File: config.mk
export PLATFORM = sky130hd
export DESIGN_NAME = tcss_timer
export DESIGN_NICKNAME = d
export VERILOG_FILES = /design/src/hdl/tcss_pkg.sv /design/src/hdl/tcss_edge.sv /design/src/hdl/tcss_timer.sv
export SDC_FILE = /design/constraint.sdc
export NUM_CORES = 1
export LEC_CHECK = 0
export ABC_CLOCK_PERIOD_IN_PS = 6600
export BUFFER_PORTS_ARGS = -buffer_cell sky130_fd_sc_hd__buf_4
export CAP_MARGIN = 20
export CELL_PAD_IN_SITES_DETAIL_PLACEMENT = 1
export CELL_PAD_IN_SITES_GLOBAL_PLACEMENT = 2
export CORE_ASPECT_RATIO = 1.1
export CORE_MARGIN = 2
export CORE_UTILIZATION = 40
export DETAILED_ROUTE_END_ITERATION = 7
export PLACE_DENSITY = 0.95
export SLEW_MARGIN = 20
export SYNTH_ARGS = -nofsm -noshare
export SYNTH_HDL_FRONTEND = slang
export SYNTH_SLANG_ARGS = --single-unit
File: constraint.sdc
create_clock -name ref_clk_in -period 6.6 [get_ports ref_clk_in]
set_input_delay 1.32 -clock ref_clk_in [delete_from_list [all_inputs] [get_ports ref_clk_in]]
set_output_delay 1.32 -clock ref_clk_in [all_outputs]
set_load 0.05 [all_outputs]
File: src/hdl/tcss_pkg.sv
// Behaviour
// With the frequency-range bit and the slow-clock bit both 0, codes 000B to 100B count on the system clock undivided, /2, /4, /8 and /32.
// Code 101B counts edges of the external count clock pin, except with an X1 or PLL CPU clock and the slow-clock bit set.
// Software must not use codes 001B to 100B while the frequency-range bit is 1.
// With the slow-clock bit set and code 000B the counter runs on the slow clock; codes 001B to 100B are then prohibited.
// Software uses code 000B with a PLL CPU clock and the range bit at 1 only if the PLL clock is at most 32 MHz.
// Software starts the oscillator chosen as count source before writing the select bits.
// Software must not select the external count clock pin in three-phase PWM mode.
// In capture use, general register A holds the 16-bit capture value, counting follows the start bit and match flag A reports the event.
// In compare use, the counter is compared with 16-bit general register B, a match sets match flag B and drives the compare output B pin.
// Software clears the match flags itself; hardware never clears them.
// In PWM use the output is active low and inactive high.
// The counter advances by one per active edge of the selected source, only while the start bit is set.
package tcss_pkg;
  localparam logic [3:0] ADDR_CTRL   = 4'h0;
  localparam logic [3:0] ADDR_GRA    = 4'h1;
  localparam logic [3:0] ADDR_GRB    = 4'h2;
  localparam logic [3:0] ADDR_STATUS = 4'h3;
  localparam logic [3:0] ADDR_MASK   = 4'h4;
  localparam logic [3:0] ADDR_COUNT  = 4'h5;
  localparam logic [3:0] ADDR_CLKCFG = 4'h6;

  // CTRL fields
  localparam int CTRL_START_POS = 0;
  localparam int CTRL_MODE_POS  = 1;
  localparam int CTRL_SEL_POS   = 4;
  localparam int CTRL_SLOW_POS  = 7;
  localparam int CTRL_FRQ_POS   = 8;
  // CLKCFG field: cpu clock source code
  localparam int CPUSRC_POS     = 0;

  localparam int FLAG_A_POS     = 0;
  localparam int FLAG_B_POS     = 1;
  localparam int FLAG_ERR_POS   = 2;
  localparam int FLAG_W         = 3;

  localparam logic [2:0] SEL_DIV1 = 3'h0;
  localparam logic [2:0] SEL_DIV2 = 3'h1;
  localparam logic [2:0] SEL_DIV4 = 3'h2;
  localparam logic [2:0] SEL_DIV8 = 3'h3;
  localparam logic [2:0] SEL_DIV32 = 3'h4;
  localparam logic [2:0] SEL_EXT  = 3'h5;

  localparam logic [2:0] CPU_HOCO = 3'h0;
  localparam logic [2:0] CPU_LOCO = 3'h1;
  localparam logic [2:0] CPU_X1   = 3'h2;
  localparam logic [2:0] CPU_PLL  = 3'h3;
  localparam logic [2:0] CPU_XT1  = 3'h4;

  localparam logic [1:0] MODE_CAPTURE = 2'h0;
  localparam logic [1:0] MODE_COMPARE = 2'h1;
  localparam logic [1:0] MODE_PWM     = 2'h2;
  localparam logic [1:0] MODE_THREE_PHASE_PWM_MODE    = 2'h3;

  localparam logic [15:0] COUNT_RST = 16'h0000;
  localparam logic [15:0] GR_RST    = 16'hFFFF;
  localparam logic [4:0]  PRESC_RST = 5'h00;
endpackage

File: src/hdl/tcss_edge.sv
`timescale 1ns/100ps
`default_nettype none
// Two-stage synchroniser with rising-edge pulse on the later stages
module tcss_edge (
  input  wire logic ref_clk_in,
  input  wire logic nrst_in,
  input  wire logic sig_in,
  output logic      rise_out
);
  typedef struct packed {
    logic s1;
    logic s2;
    logic s3;
  } tcss_edge_s;
  tcss_edge_s st;
  tcss_edge_s next_st;

  always_comb begin
    next_st    = st;
    next_st.s1 = sig_in;
    next_st.s2 = st.s1;
    next_st.s3 = st.s2;
  end

  always_ff @(posedge ref_clk_in or negedge nrst_in) begin
    if (!nrst_in) begin
      st <= '0;
    end else begin
      st <= next_st;
    end
  end

  assign rise_out = st.s2 & ~st.s3;
endmodule
`default_nettype wire

File: src/hdl/tcss_timer.sv
// Design decisions made here: register access over Avalon-MM and the address map.
`timescale 1ns/100ps
`default_nettype none
module tcss_timer (
  input  wire logic        ref_clk_in,
  input  wire logic        nrst_in,
  input  wire logic [3:0]  avs_address,
  input  wire logic        avs_read,
  input  wire logic        avs_write,
  input  wire logic [31:0] avs_writedata,
  output logic [31:0]      avs_readdata,
  output logic             avs_waitrequest,
  input  wire logic        ext_count_clock_pin_in,
  input  wire logic        slow_clock_in,
  input  wire logic        capture_in,
  output logic             compare_output_b_pin_out,
  output logic             irq_out
);
  typedef struct packed {
    logic        count_start_bit;
    logic [1:0]  mode;
    logic [2:0]  count_source_sel;
    logic        slow_clock_select_bit;
    logic        hoco_freq_range_bit;
    logic [2:0]  cpu_clock_status_sel;
    logic [15:0] general_reg_a;
    logic [15:0] general_reg_b;
    logic [15:0] count;
    logic [4:0]  presc;
    logic [tcss_pkg::FLAG_W-1:0] status;
    logic [tcss_pkg::FLAG_W-1:0] mask;
    logic        out_b;
    logic        irq;
    logic        ack;
    logic [31:0] rdata;
  } tcss_timer_s;

  tcss_timer_s st;
  tcss_timer_s next_st;
  logic        ext_rise;
  logic        slow_rise;
  logic        cap_rise;

  tcss_edge u_ext (
    .ref_clk_in (ref_clk_in),
    .nrst_in    (nrst_in),
    .sig_in     (ext_count_clock_pin_in),
    .rise_out   (ext_rise)
  );
  tcss_edge u_slow (
    .ref_clk_in (ref_clk_in),
    .nrst_in    (nrst_in),
    .sig_in     (slow_clock_in),
    .rise_out   (slow_rise)
  );
  tcss_edge u_cap (
    .ref_clk_in (ref_clk_in),
    .nrst_in    (nrst_in),
    .sig_in     (capture_in),
    .rise_out   (cap_rise)
  );

  logic       tick;
  logic       legal;
  logic       ext_ok;
  logic       wr;
  logic       rd;
  logic       match_a;
  logic       match_b;
  logic [4:0] next_presc;
  logic [tcss_pkg::FLAG_W-1:0] ev;

  always_comb begin
    next_st    = st;
    tick       = 1'b0;
    legal      = 1'b0;
    ev         = '0;
    next_presc = 5'(st.presc + 5'h01);
    // Writes land on the edge at which the master sees waitrequest low
    wr = avs_write & st.ack;
    rd = avs_read & ~st.ack;
    // External clock is denied with X1 or PLL CPU clock and slow select
    ext_ok = !(st.slow_clock_select_bit &&
      (st.cpu_clock_status_sel == tcss_pkg::CPU_X1 ||
       st.cpu_clock_status_sel == tcss_pkg::CPU_PLL));
    next_st.presc = next_presc;
    if (st.count_source_sel == tcss_pkg::SEL_EXT) begin
      tick  = ext_rise & ext_ok;
      legal = ext_ok;
    end else if (st.slow_clock_select_bit) begin
      legal = (st.count_source_sel == tcss_pkg::SEL_DIV1);
      tick  = legal & slow_rise;
    end else if (st.hoco_freq_range_bit) begin
      // High range: only undivided clock is usable
      legal = (st.count_source_sel == tcss_pkg::SEL_DIV1);
      tick  = legal;
    end else begin
      legal = 1'b1;
      unique case (st.count_source_sel)
        tcss_pkg::SEL_DIV1:  tick = 1'b1;
        tcss_pkg::SEL_DIV2:  tick = (st.presc[0] == 1'b1);
        tcss_pkg::SEL_DIV4:  tick = (st.presc[1:0] == 2'h3);
        tcss_pkg::SEL_DIV8:  tick = (st.presc[2:0] == 3'h7);
        tcss_pkg::SEL_DIV32: tick = (st.presc == 5'h1F);
        default: begin
          tick  = 1'b0;
          legal = 1'b0;
        end
      endcase
    end
    // Three-phase PWM rejects the external source
    if (st.mode == tcss_pkg::MODE_THREE_PHASE_PWM_MODE &&
        st.count_source_sel == tcss_pkg::SEL_EXT) begin
      tick  = 1'b0;
      legal = 1'b0;
    end
    tick = tick & st.count_start_bit;
    match_a = tick && (st.count == st.general_reg_a);
    match_b = tick && (st.count == st.general_reg_b);
    if (tick) begin
      next_st.count = 16'(st.count + 16'h0001);
    end
    unique case (st.mode)
      tcss_pkg::MODE_CAPTURE: begin
        if (cap_rise && st.count_start_bit) begin
          next_st.general_reg_a = st.count;
          ev[tcss_pkg::FLAG_A_POS] = 1'b1;
        end
      end
      tcss_pkg::MODE_COMPARE: begin
        if (match_b) begin
          ev[tcss_pkg::FLAG_B_POS] = 1'b1;
          next_st.out_b = ~st.out_b;
          next_st.count = tcss_pkg::COUNT_RST;
        end
      end
      default: begin
        // PWM: period in A, duty in B; active level is low
        if (match_a) begin
          ev[tcss_pkg::FLAG_A_POS] = 1'b1;
          next_st.count = tcss_pkg::COUNT_RST;
          next_st.out_b = 1'b0;
        end else if (match_b) begin
          ev[tcss_pkg::FLAG_B_POS] = 1'b1;
          next_st.out_b = 1'b1;
        end
      end
    endcase
    if (!legal && st.count_start_bit) begin
      ev[tcss_pkg::FLAG_ERR_POS] = 1'b1;
    end
    // Bus access: one wait state, answer on the second edge
    next_st.ack = (avs_read | avs_write) & ~st.ack;
    if (wr) begin
      unique case (avs_address)
        tcss_pkg::ADDR_CTRL: begin
          next_st.count_start_bit =
            avs_writedata[tcss_pkg::CTRL_START_POS];
          next_st.mode = avs_writedata[tcss_pkg::CTRL_MODE_POS +: 2];
          next_st.count_source_sel =
            avs_writedata[tcss_pkg::CTRL_SEL_POS +: 3];
          next_st.slow_clock_select_bit =
            avs_writedata[tcss_pkg::CTRL_SLOW_POS];
          next_st.hoco_freq_range_bit =
            avs_writedata[tcss_pkg::CTRL_FRQ_POS];
        end
        tcss_pkg::ADDR_GRA:  next_st.general_reg_a = avs_writedata[15:0];
        tcss_pkg::ADDR_GRB:  next_st.general_reg_b = avs_writedata[15:0];
        tcss_pkg::ADDR_MASK:
          next_st.mask = avs_writedata[tcss_pkg::FLAG_W-1:0];
        tcss_pkg::ADDR_COUNT: next_st.count = avs_writedata[15:0];
        tcss_pkg::ADDR_CLKCFG:
          next_st.cpu_clock_status_sel =
            avs_writedata[tcss_pkg::CPUSRC_POS +: 3];
        default: ;
      endcase
    end
    // Write-one-to-clear; a new event in the same cycle wins
    next_st.status = st.status;
    if (wr && avs_address == tcss_pkg::ADDR_STATUS) begin
      next_st.status = st.status & ~avs_writedata[tcss_pkg::FLAG_W-1:0];
    end
    next_st.status = next_st.status | ev;
    next_st.irq = |(next_st.status & next_st.mask);
    next_st.rdata = '0;
    if (rd) begin
      unique case (avs_address)
        tcss_pkg::ADDR_CTRL: next_st.rdata = {23'h0,
          st.hoco_freq_range_bit, st.slow_clock_select_bit,
          st.count_source_sel, 1'b0, st.mode, st.count_start_bit};
        tcss_pkg::ADDR_GRA:    next_st.rdata = {16'h0, st.general_reg_a};
        tcss_pkg::ADDR_GRB:    next_st.rdata = {16'h0, st.general_reg_b};
        tcss_pkg::ADDR_STATUS: next_st.rdata = {29'h0, st.status};
        tcss_pkg::ADDR_MASK:   next_st.rdata = {29'h0, st.mask};
        tcss_pkg::ADDR_COUNT:  next_st.rdata = {16'h0, st.count};
        tcss_pkg::ADDR_CLKCFG:
          next_st.rdata = {29'h0, st.cpu_clock_status_sel};
        default: next_st.rdata = '0;
      endcase
    end else begin
      next_st.rdata = st.rdata;
    end
  end

  always_ff @(posedge ref_clk_in or negedge nrst_in) begin
    if (!nrst_in) begin
      st               <= '0;
      st.general_reg_a <= tcss_pkg::GR_RST;
      st.general_reg_b <= tcss_pkg::GR_RST;
      st.out_b         <= 1'b1;
    end else begin
      st <= next_st;
    end
  end

  assign avs_readdata             = st.rdata;
  assign avs_waitrequest          = ~st.ack;
  assign compare_output_b_pin_out = st.out_b;
  assign irq_out                  = st.irq;
endmodule
`default_nettype wire

# Word level (Yosys, flattened, before mapping)
# Index checks and enable logic that the tools add are counted.
# totals
regBits,114
latch_bits,0
mem_bits_rw,0
romBits,0
inputBits,43
output_inout_bits,35
mem_count,0
# classes
addsub,2
multipliers,0
div_mod_pow,0
order_cmp,0
eq_ne,21
shifts,0
n_mux,35
n_bitwise,20
n_reduce_logical,20
# ops
cell,n
16-bit 2-to-1 mux,8
16-bit case mux with 7 select lines,1
48-bit 2-to-1 mux,1
16-bit equality test,2
16-bit case mux with 2 select lines,1
1-bit 2-to-1 mux,17
"16-bit by 1-bit adder with 16-bit output, second input constant",1
"3-bit by 2-bit equality test with 1-bit output, second input constant",4
"4-bit by 3-bit equality test with 1-bit output, second input constant",3
1-bit bitwise AND,9
"3-bit equality test, second input constant",3
3-bit 2-to-1 mux,3
"4-bit by 2-bit equality test with 1-bit output, second input constant",2
1-bit logical AND,7
3-bit bitwise AND,2
1-bit NOT,6
1-bit case mux with 2 select lines,3
2-bit AND reduction,3
"5-bit by 1-bit adder with 5-bit output, second input constant",1
"5-bit equality test, second input constant",1
1-bit case mux with 5 select lines,1
5-bit OR reduction,1
"2-bit equality test, second input constant",2
"4-bit by 1-bit equality test with 1-bit output, second input constant",1
14 further kinds,15

# Longest topological paths before layout
# Gate-level depths: netlist of run 1.
# depth
depth_word,15
ltp_mapped,9
depth_no_buf,8

# Cells and area by module
# From an unflattened synthesis of run 1, not the netlist that was laid out.
# unflattened
hier_cells,563
area_unflattened_um2,5571.6
# modules_own_cells
mod,n_inst,cells_each,area_per_inst_um2
tcss_timer,1,551,5305.1
tcss_edge,3,4,88.8

# Least setup slack after synthesis of run 1
# No wires, ideal clock.
# synth_path
path_kind,input to register
start,input port avs_address[2]
end,register st[100] (netlist name)
setup_ns,0.125
t_arrival_ns,2.780
t_required_ns,6.475
setup_slack_ns,3.695
stages,5
n_path_buf,2
cell_sequence,buf_2 nor4_1 nor2b_1 buf_2 mux2_2
# synth_via
elab_chain_cells,2
# synth_lines
item,line_no,source
start: declaration,tcss_timer.sv:7,"input wire logic [3:0] avs_address,"
4-bit zero test,tcss_timer.sv:155,unique case (avs_address)
2-bit AND reduction (no source line),n/a,
end signal: assignment,tcss_timer.sv:212,st <= next_st;
end: declaration,tcss_timer.sv:38,tcss_timer_s st;
# Every way passes these cells.
# A chain may end at the register's enable or synchronous reset.

# Final worst setup path of run 1
# layout_path
start,input port avs_address[0]
end,register st[102] (netlist name)
# The elaborated chain is that of the path after synthesis.

==> metrics.txt, run 1 <==
CP Capture Type=flip-flop; Via Count=4407; clock latency on the worst-skew pair=350 ps; design area=0.006245 mm2; Largest delay share family, worst path=simple AND/OR/NAND/NOR gates; grt ovf=0; Placement Cell Area=0.005958 mm2; number of DRC markers in iteration 0=326; clk sinks=98; Worst path depth=4; IO Port Bufs=45; Crit Path Category=primary input to flip-flop; fin nets=626; Clock Path Buffers=2; Starting Density=41.22%; Ys Warns=0; Pleak=2.625 nW; slew at the pin closest to its max-slew limit=995.8 ps; final worst path period need=3139 ps; vias in the first global route=4649; commonest non-fill, non-tap cells in the layout=dfrtp_1, buf_4, a21oi_1, nor2_1, nand2_1; Seq cells post-synth=98; Hold Path Depth=0; RSZ-0062 raised after global routing=false; post-synth cell types=72; slew margin rel.=33.61%; hold slack=351.1 ps; Die Width=118.1 um; maximum VDD drop=0.0001710 V; fin crit share=47.56%; vias per inst=5.716; register area share after synthesis=43.50%; Fmax=318.5 MHz; worst hold path class=flip-flop to flip-flop; Post-Syn Area=0.005733 mm2; Post-CTS Setup Inserts=0; global placement routability congestion=0.9004; maxcap violations=0; required time worst endpoint=6840 ps; post-detail-place hpwl=11290 um; critical path launch point type=primary input; Total Die Area=0.01531 mm2; drt wl/cell=20.50 um; count of pins over their slew limit=0; Cell Count Post-Placement=755; area growth from synthesis to layout=8.926%; crit path buf inv count=1; Slowest-stage cell, CP=nor2b_1; CTS Buf Count=9; setup violators final=0; post-cts repair resize count=0; num rows=45; CP arrival=3380 ps; FFs w/ async S/R, synth=100.0%; most common cell after layout, fill and taps aside=dfrtp_1; overall power=2.035 mW; largest net degree at the start of global routing=52; EDFF count, synth=0; Crit Path Max Fanout=14; DRC=0; die span in y=129.6 um; crit-path max cell delay=770 ps; first-pass detailed-route iteration total=4; CTS root buffer=clkbuf_16; final hold vios=0; GR Util All Layers=21.22%; Post-Syn Instances=578; r2r worst-path depth=6; CORE AREA=0.01391 mm2; first-pass GRT wire length=25270 um; ANT nets after route=0; initial antenna violation count=0; total negative slack=0 ps; Clock transition at path regs=70 ps; share of cells above drive strength 1=25.39%; PwrDens=325.9 mW/mm2; CTS tree=done; hold_buf cts=0; Synth Flop Type=dfrtp_1; synthesized area per cell=9.919 um2; Post-Layout Cell Count=771; Post-Route WL=15810 um; Clock Skew=8.241 ps; H-tree depth=3; I/O pin count=78; CP cell instances=buf_4, nor4_2, nor2b_1, mux2_2; outcome=completed; number of diodes=0
per-layer routing:
metal  share of wire [%]  vias to the layer above  global-route usage (%)  wire [um]
met5                   0                        -                       0          0
met4                 1.8                        0                   6.875        288
met3                 5.0                       20                   4.798        796
met2                  51                      112                   37.13       8050
met1                  42                     2257                   26.12       6670
li1                    -                     2018                       -          -
cells in the mapped netlist (3+ instances only):
cell       number  area [um2]
inv_1           7       26.28
nor3_1          9       45.04
xnor2_1        30       262.8
xor2_1          4       35.03
a2111oi_0       4       35.03
buf_2          23       115.1
a31oi_1         6       37.54
nor2_1         45       168.9
ha_1            5       62.56
clkbuf_2        3       15.01
and3_1          3       18.77
nor4_1          4       25.02
a22o_1         13       113.9
dfstp_2        33       867.1
mux2_2         28       315.3
and2_1          6       37.54
nand2_1        39       146.4
a41oi_1         3       26.28
clkbuf_1       13       48.80
dfrtp_1        65        1627
nand2b_1        3       18.77
nor2b_1         8       50.05
buf_4          34       255.2
nand3b_1        5       37.54
nand3_1        21       105.1
a21oi_1        46       230.2
o211ai_1        5       37.54
a221oi_1        6       52.55
mux2i_1        19       190.2
nand4_1        10       62.56
o21ai_0        26       130.1
power by group:
part,total (mW),internal [mW],switching (mW),leakage (nW)
clock network,0.498,0.276,0.222,0.133
logic,0.634,0.271,0.363,1.37
registers,0.902,0.746,0.156,1.12
total,2.04,1.29,0.742,2.63
path summary, 6_finish.rpt:
kind / slack [ps] / endpoint / start
min in group asynchronous: 990 / st[54] / nrst_in
worst max register to register: 3820 / st[61] / st[55]
worst min register to register: 350 / u_slow.next_st[0] / u_slow.next_st[1]
max in group asynchronous: 4550 / st[94] / nrst_in
worst max-delay path: 3460 / st[102] / avs_address[0]
worst min-delay path: 350 / u_slow.next_st[0] / u_slow.next_st[1]
per-stage QoR:
step,worst slack [ps],utilization [%]
2_1_floorplan,3695,-
3_3_place_gp,2873,42.84
3_5_place_dp,2713,42.84
4_1_cts,3137,44.83
5_1_grt,3356,44.90
6_report,3461,44.90
cell type report:
cell class	count	area (um2)
tap	188	235.2
sequential	98	2494
fill	1609	7662
timing repair buffer	51	382.9
multi-input combinational	411	2830
clock inverter	2	12.51
clock buffer	14	264.0
inverter	7	26.28
cell families (layout without fill, tap and decap cells):
| kind of cell | after synthesis | count (layout) | synth area share (%) |
|---|---|---|---|
| flip-flops | 98 | 98 | 43.50 |
| AND/OR/NAND/NOR | 170 | 170 | 15.32 |
| multiplexers | 49 | 49 | 9.472 |
| other | 1 | 16 | 0.06541 |
| buffers and inverters | 84 | 74 | 8.555 |
| AO/OA/AOI/OAI | 137 | 137 | 16.81 |
| adder cells (fa/ha/maj) | 5 | 5 | 1.091 |
| XOR/XNOR | 34 | 34 | 5.194 |
state kept, by name, indices dropped and copies added, names as in the netlist:
register and flops:
compare_output_b_pin_out 1, u_slow.next_st 2, avs_readdata 16, st 71
u_cap.st 1, u_cap.next_st 2, u_ext.next_st 2, irq_out 1
u_slow.st 1, u_ext.st 1
No activity file was read; power rests on OpenSTA's default activity.
==> run 2: changes to the inputs <==
ABC_CLOCK_PERIOD_IN_PS = 2600   (was 6600)
CORE_UTILIZATION = 33   (was 40)
PLACE_DENSITY = 0.87   (was 0.95)
clock period = 2.6 ns   (was 6.6 ns; I/O delays follow)
==> metrics.txt, run 2 (synthesis results as in run 1) <==
outcome=completed; CORE AREA=0.01702 mm2; Place WS=96.28 ps; fin nets=643; number of diodes=0; CP arrival=2710 ps; RSZ-0062 raised after global routing=true; vias in the first global route=4855; slew margin rel.=35.57%; first-pass GRT wire length=26960 um; GR Util All Layers=19.00%; Fmax=401.5 MHz; grt ovf=0; Pleak=2.713 nW; Comb power frac=31.8%; num rows=50; fin crit share=95.79%; CTS root buffer=clkbuf_16; CP Capture Type=flip-flop; share of cells above drive strength 1=27.67%; Clock power frac=25.1%; Util after Layout=37.89%; Biggest register=st; commonest non-fill, non-tap cells in the layout=buf_4, dfrtp_1, a21oi_1, nor2_1, nand2_1; global placement routability congestion=0.8257; CTS tree=done; area growth from synthesis to layout=12.46%; Net Sw Power=1.967 mW; Int Power=3.318 mW; drt wl/cell=20.07 um; Clock Skew=8.843 ps; initial antenna violation count=0; final worst path period need=2491 ps; Crit Path Category=flip-flop to flip-flop; Clock transition at path regs=70 ps; DRC=0; required time worst endpoint=2820 ps; maximum VDD drop=0.0003507 V; Clock Path Buffers=2; design area=0.006447 mm2; Die Width=129.7 um; critical path launch point type=flip-flop; count of pins over their slew limit=0; number of DRC markers in iteration 0=240; Filler Cell Count=1952; slew at the pin closest to its max-slew limit=966.4 ps; Starting Density=33.69%; H-tree depth=3; first-pass detailed-route iteration total=5; Setup WS post-layout=109.4 ps; final hold vios=0; die span in y=142.2 um; ANT nets after route=0; Placement Cell Area=0.006156 mm2; overall power=5.286 mW; Total Die Area=0.01844 mm2; largest net degree at the start of global routing=53; maxcap violations=0; Post-Route WL=16740 um; clock latency on the worst-skew pair=370 ps; PwrDens=819.8 mW/mm2; I/O pin count=78; CTS Buf Count=9; most common cell after layout, fill and taps aside=buf_4; setup violators final=0; Crit Path Max Fanout=7; vias per inst=5.344; clk sinks=98; Seq pwr share=43.2%; worst hold path class=primary input to async pin; Largest register FFs=71; IO Port Bufs=45; post-detail-place hpwl=12080 um; Via Count=4457; switch share=37.22%
-- run 2: cell count changes in the layout (fill, tap and decap cells not counted), sizes merged --
| cell | before | now |
|---|---|---|
| clkbuf | 14 | 12 |
| clkinv | 1 | 3 |
| buf | 51 | 68 |
-- run 2: worst paths after layout --
| kind | start | slack, ps | to | cells after the start |
|---|---|---|---|---|
| setup reg to reg | st[41] | 110 | st[55] | 9 |
| max in group asynchronous | nrst_in | 1700 | compare_output_b_pin_out | 2 |
| min in group ref_clk_in | capture_in | 260 | u_cap.next_st[1] | 1 |
| hold / removal | nrst_in | 200 | st[59] | 1 |
| hold reg to reg | u_slow.next_st[1] | 350 | u_slow.next_st[0] | 0 |
| setup / recovery | st[41] | 110 | st[55] | 9 |
-- run 2: what timing repair did --
| action | 4_1_cts | 5_1_grt |
|---|---|---|
| buffers inserted | 0 | 0 |
| resized for setup | 0 | 4 |
| hold endpoints to repair | 0 | 0 |
| endpoints found under the setup margin | 0 | 12 |
| hold buffers | 0 | 0 |
-- run 2: power groups by stage --
stage,combinational [mW],clock [mW],sequential [mW]
finish,1.68,1.32,2.28
global placement,1.59,0,2.27
CTS,1.67,1.35,2.28
floorplan,1.41,0,2.09
global route,1.84,1.41,2.33
detailed placement,1.65,0,2.30
-- run 2: area by class of cell --
cell class	count	area, um2	area share (%)
Multi-Input combinational cell	411	2828	43.86
Sequential cell	98	2495	38.70
Timing Repair Buffer	68	523.0	8.112
Tap cell	234	292.8	4.541
Clock buffer	12	256.5	3.978
Clock inverter	4	26.28	0.4075
Inverter	7	26.28	0.4075
-- run 2: critical path, stage by stage, from the launching register on --
cell      delay, ps
dfrtp_2         450
ha_1            220
ha_1            180
mux2_4          260
a221oi_2        370
a2111o_1        330
a21oi_2         130
buf_4           190
nand3_1          80
a41oi_1         140
-- run 2: layer usage --
metal,vias to the layer above,track usage [%],share of wire (%),wire [um]
li1,2055,-,-,-
met1,2267,24.15,43,7215
met2,97,31.74,50,8321
met3,38,3.571,3.8,643
met4,0,7.640,3.4,562
met5,-,0,0,0
-- run 2: through the flow --
step                hold slack (ps)  instances  TNS (ps)
CTS                           230.9        834         0
floorplan                     224.4        593         0
global route                  253.0        834    -13.69
finish                        197.8        834         0
global placement              335.1        818         0
detailed placement            336.2        818         0
==> run 3: changes to the inputs <==
PLACE_DENSITY = 0.75   (was 0.87)
==> metrics.txt, run 3 (synthesis results as in run 1) <==
outcome=completed; final hold vios=0; vias in the first global route=4725; RSZ-0062 raised after global routing=true; slew at the pin closest to its max-slew limit=628.9 ps; final worst path period need=2427 ps; crit path buf inv count=1; r2r worst-path depth=9; Place WS=191.0 ps; Slowest-stage cell, CP=dfrtp_1; count of pins over their slew limit=0; Clock transition at path regs=70 ps; maxcap violations=0; worst hold path class=primary input to async pin; initial antenna violation count=0; Starting Density=33.69%; CORE AREA=0.01702 mm2; grt ovf=0; overall power=5.265 mW; PwrDens=816.6 mW/mm2; clock latency on the worst-skew pair=360 ps; Post-Route WL=16830 um; DRC=0; Post-Layout Cell Count=833; critical path launch point type=flip-flop; Total Die Area=0.01844 mm2; CP cell instances=ha_1, ha_1, mux2_4, a221oi_2, a2111o_1, a21oi_2, buf_4, nand3_1, a41oi_1; Clock Path Buffers=2; clk sinks=98; die span in y=142.2 um; number of DRC markers in iteration 0=283; crit-path max cell delay=440 ps; hold slack=178.3 ps; ANT nets after route=0; global placement routability congestion=0.7969; Via Count=4460; commonest non-fill, non-tap cells in the layout=dfrtp_1, buf_4, a21oi_1, nor2_1, nand2_1; Largest register FFs=71; design area=0.006447 mm2; CTS root buffer=clkbuf_16; required time worst endpoint=2810 ps; num rows=50; Crit Path Max Fanout=6; Util after Layout=37.89%; r2r startpoint=st[41]; Die Width=129.7 um; number of diodes=0; share of cells above drive strength 1=27.38%; most used cell, CP=ha_1; area occupied by multi-input gates=0.002828 mm2; Largest delay share family, worst path=compound AO/OA/AOI/OAI gates; area growth from synthesis to layout=12.46%; fin nets=642; Fmax=412.0 MHz; CTS Buf Count=9; Biggest register=st; largest net degree at the start of global routing=57; vias per inst=5.354; Pleak=2.707 nW; worst flop-to-flop path endpoint=st[55]; CTS tree=done; FF-to-FF setup slack=170 ps; first-pass GRT wire length=27040 um; Setup WS post-layout=172.8 ps; fin crit share=93.35%; Reg area=0.002494 mm2; post-detail-place hpwl=11850 um; total negative slack=0 ps; setup violators final=0; slew margin rel.=58.07%; drt wl/cell=20.20 um; CP arrival=2640 ps; maximum VDD drop=0.0003666 V; I/O pin count=78; Filler Cell Count=1929; first-pass detailed-route iteration total=4; Clock Skew=7.617 ps; CP Capture Type=flip-flop; Placement Cell Area=0.006161 mm2; Crit Path Category=flip-flop to flip-flop; IO Port Bufs=45; GR Util All Layers=19.20%; H-tree depth=3; Cell Count Post-Placement=817
## run 3: cell types whose count changed in the layout (fill, tap and decap cells not counted)
cell	previous run	this run
clkbuf_8	2	0
dfrtp_2	1	0
clkinv_4	1	2
inv_6	0	2
buf_12	1	2
dfrtp_1	64	65
clkinvlp_4	1	2
clkinv_2	2	0
buf_4	67	65
## run 3: per-layer routing
layer | share of wire, % | vias up | global-route usage, %
met1 | 44 | 2280 | 25.10
met5 | 0 | - | 0
met2 | 49 | 104 | 31.22
li1 | - | 2052 | -
met3 | 3.8 | 24 | 4.135
met4 | 2.6 | 0 | 6.961
## run 3: worst max-delay path by stage
stage | cells after the start | startpoint | endpoint | slack (ps)
after CTS | 8 | st[41] | irq_out | 170
after global routing | 8 | st[41] | st[52] | -3
after floorplan | 8 | st[41] | irq_out | 400
final | 9 | st[41] | st[55] | 170
after detailed placement | 8 | st[41] | irq_out | 190
after global placement | 8 | st[41] | irq_out | 250
## run 3: final cells by class
type,count,area share (%)
well taps,234,4.541
clock inverters,6,0.7762
flip-flops and latches,98,38.68
inverters,7,0.4075
multi-input cells,411,43.86
clock buffers,10,3.551
repair buffers,67,8.189
## run 3: repair_timing
action | 4_1_cts | 5_1_grt
buffers inserted | 0 | 0
gates resized for setup | 0 | 3
setup endpoints to repair | 0 | 3
hold buffers | 0 | 0
## run 3: report_power, final
| part | switching [mW] | internal (mW) |
|---|---|---|
| Clock | 0.636 | 0.660 |
| Sequential | 0.389 | 1.89 |
| Combinational | 0.951 | 0.736 |
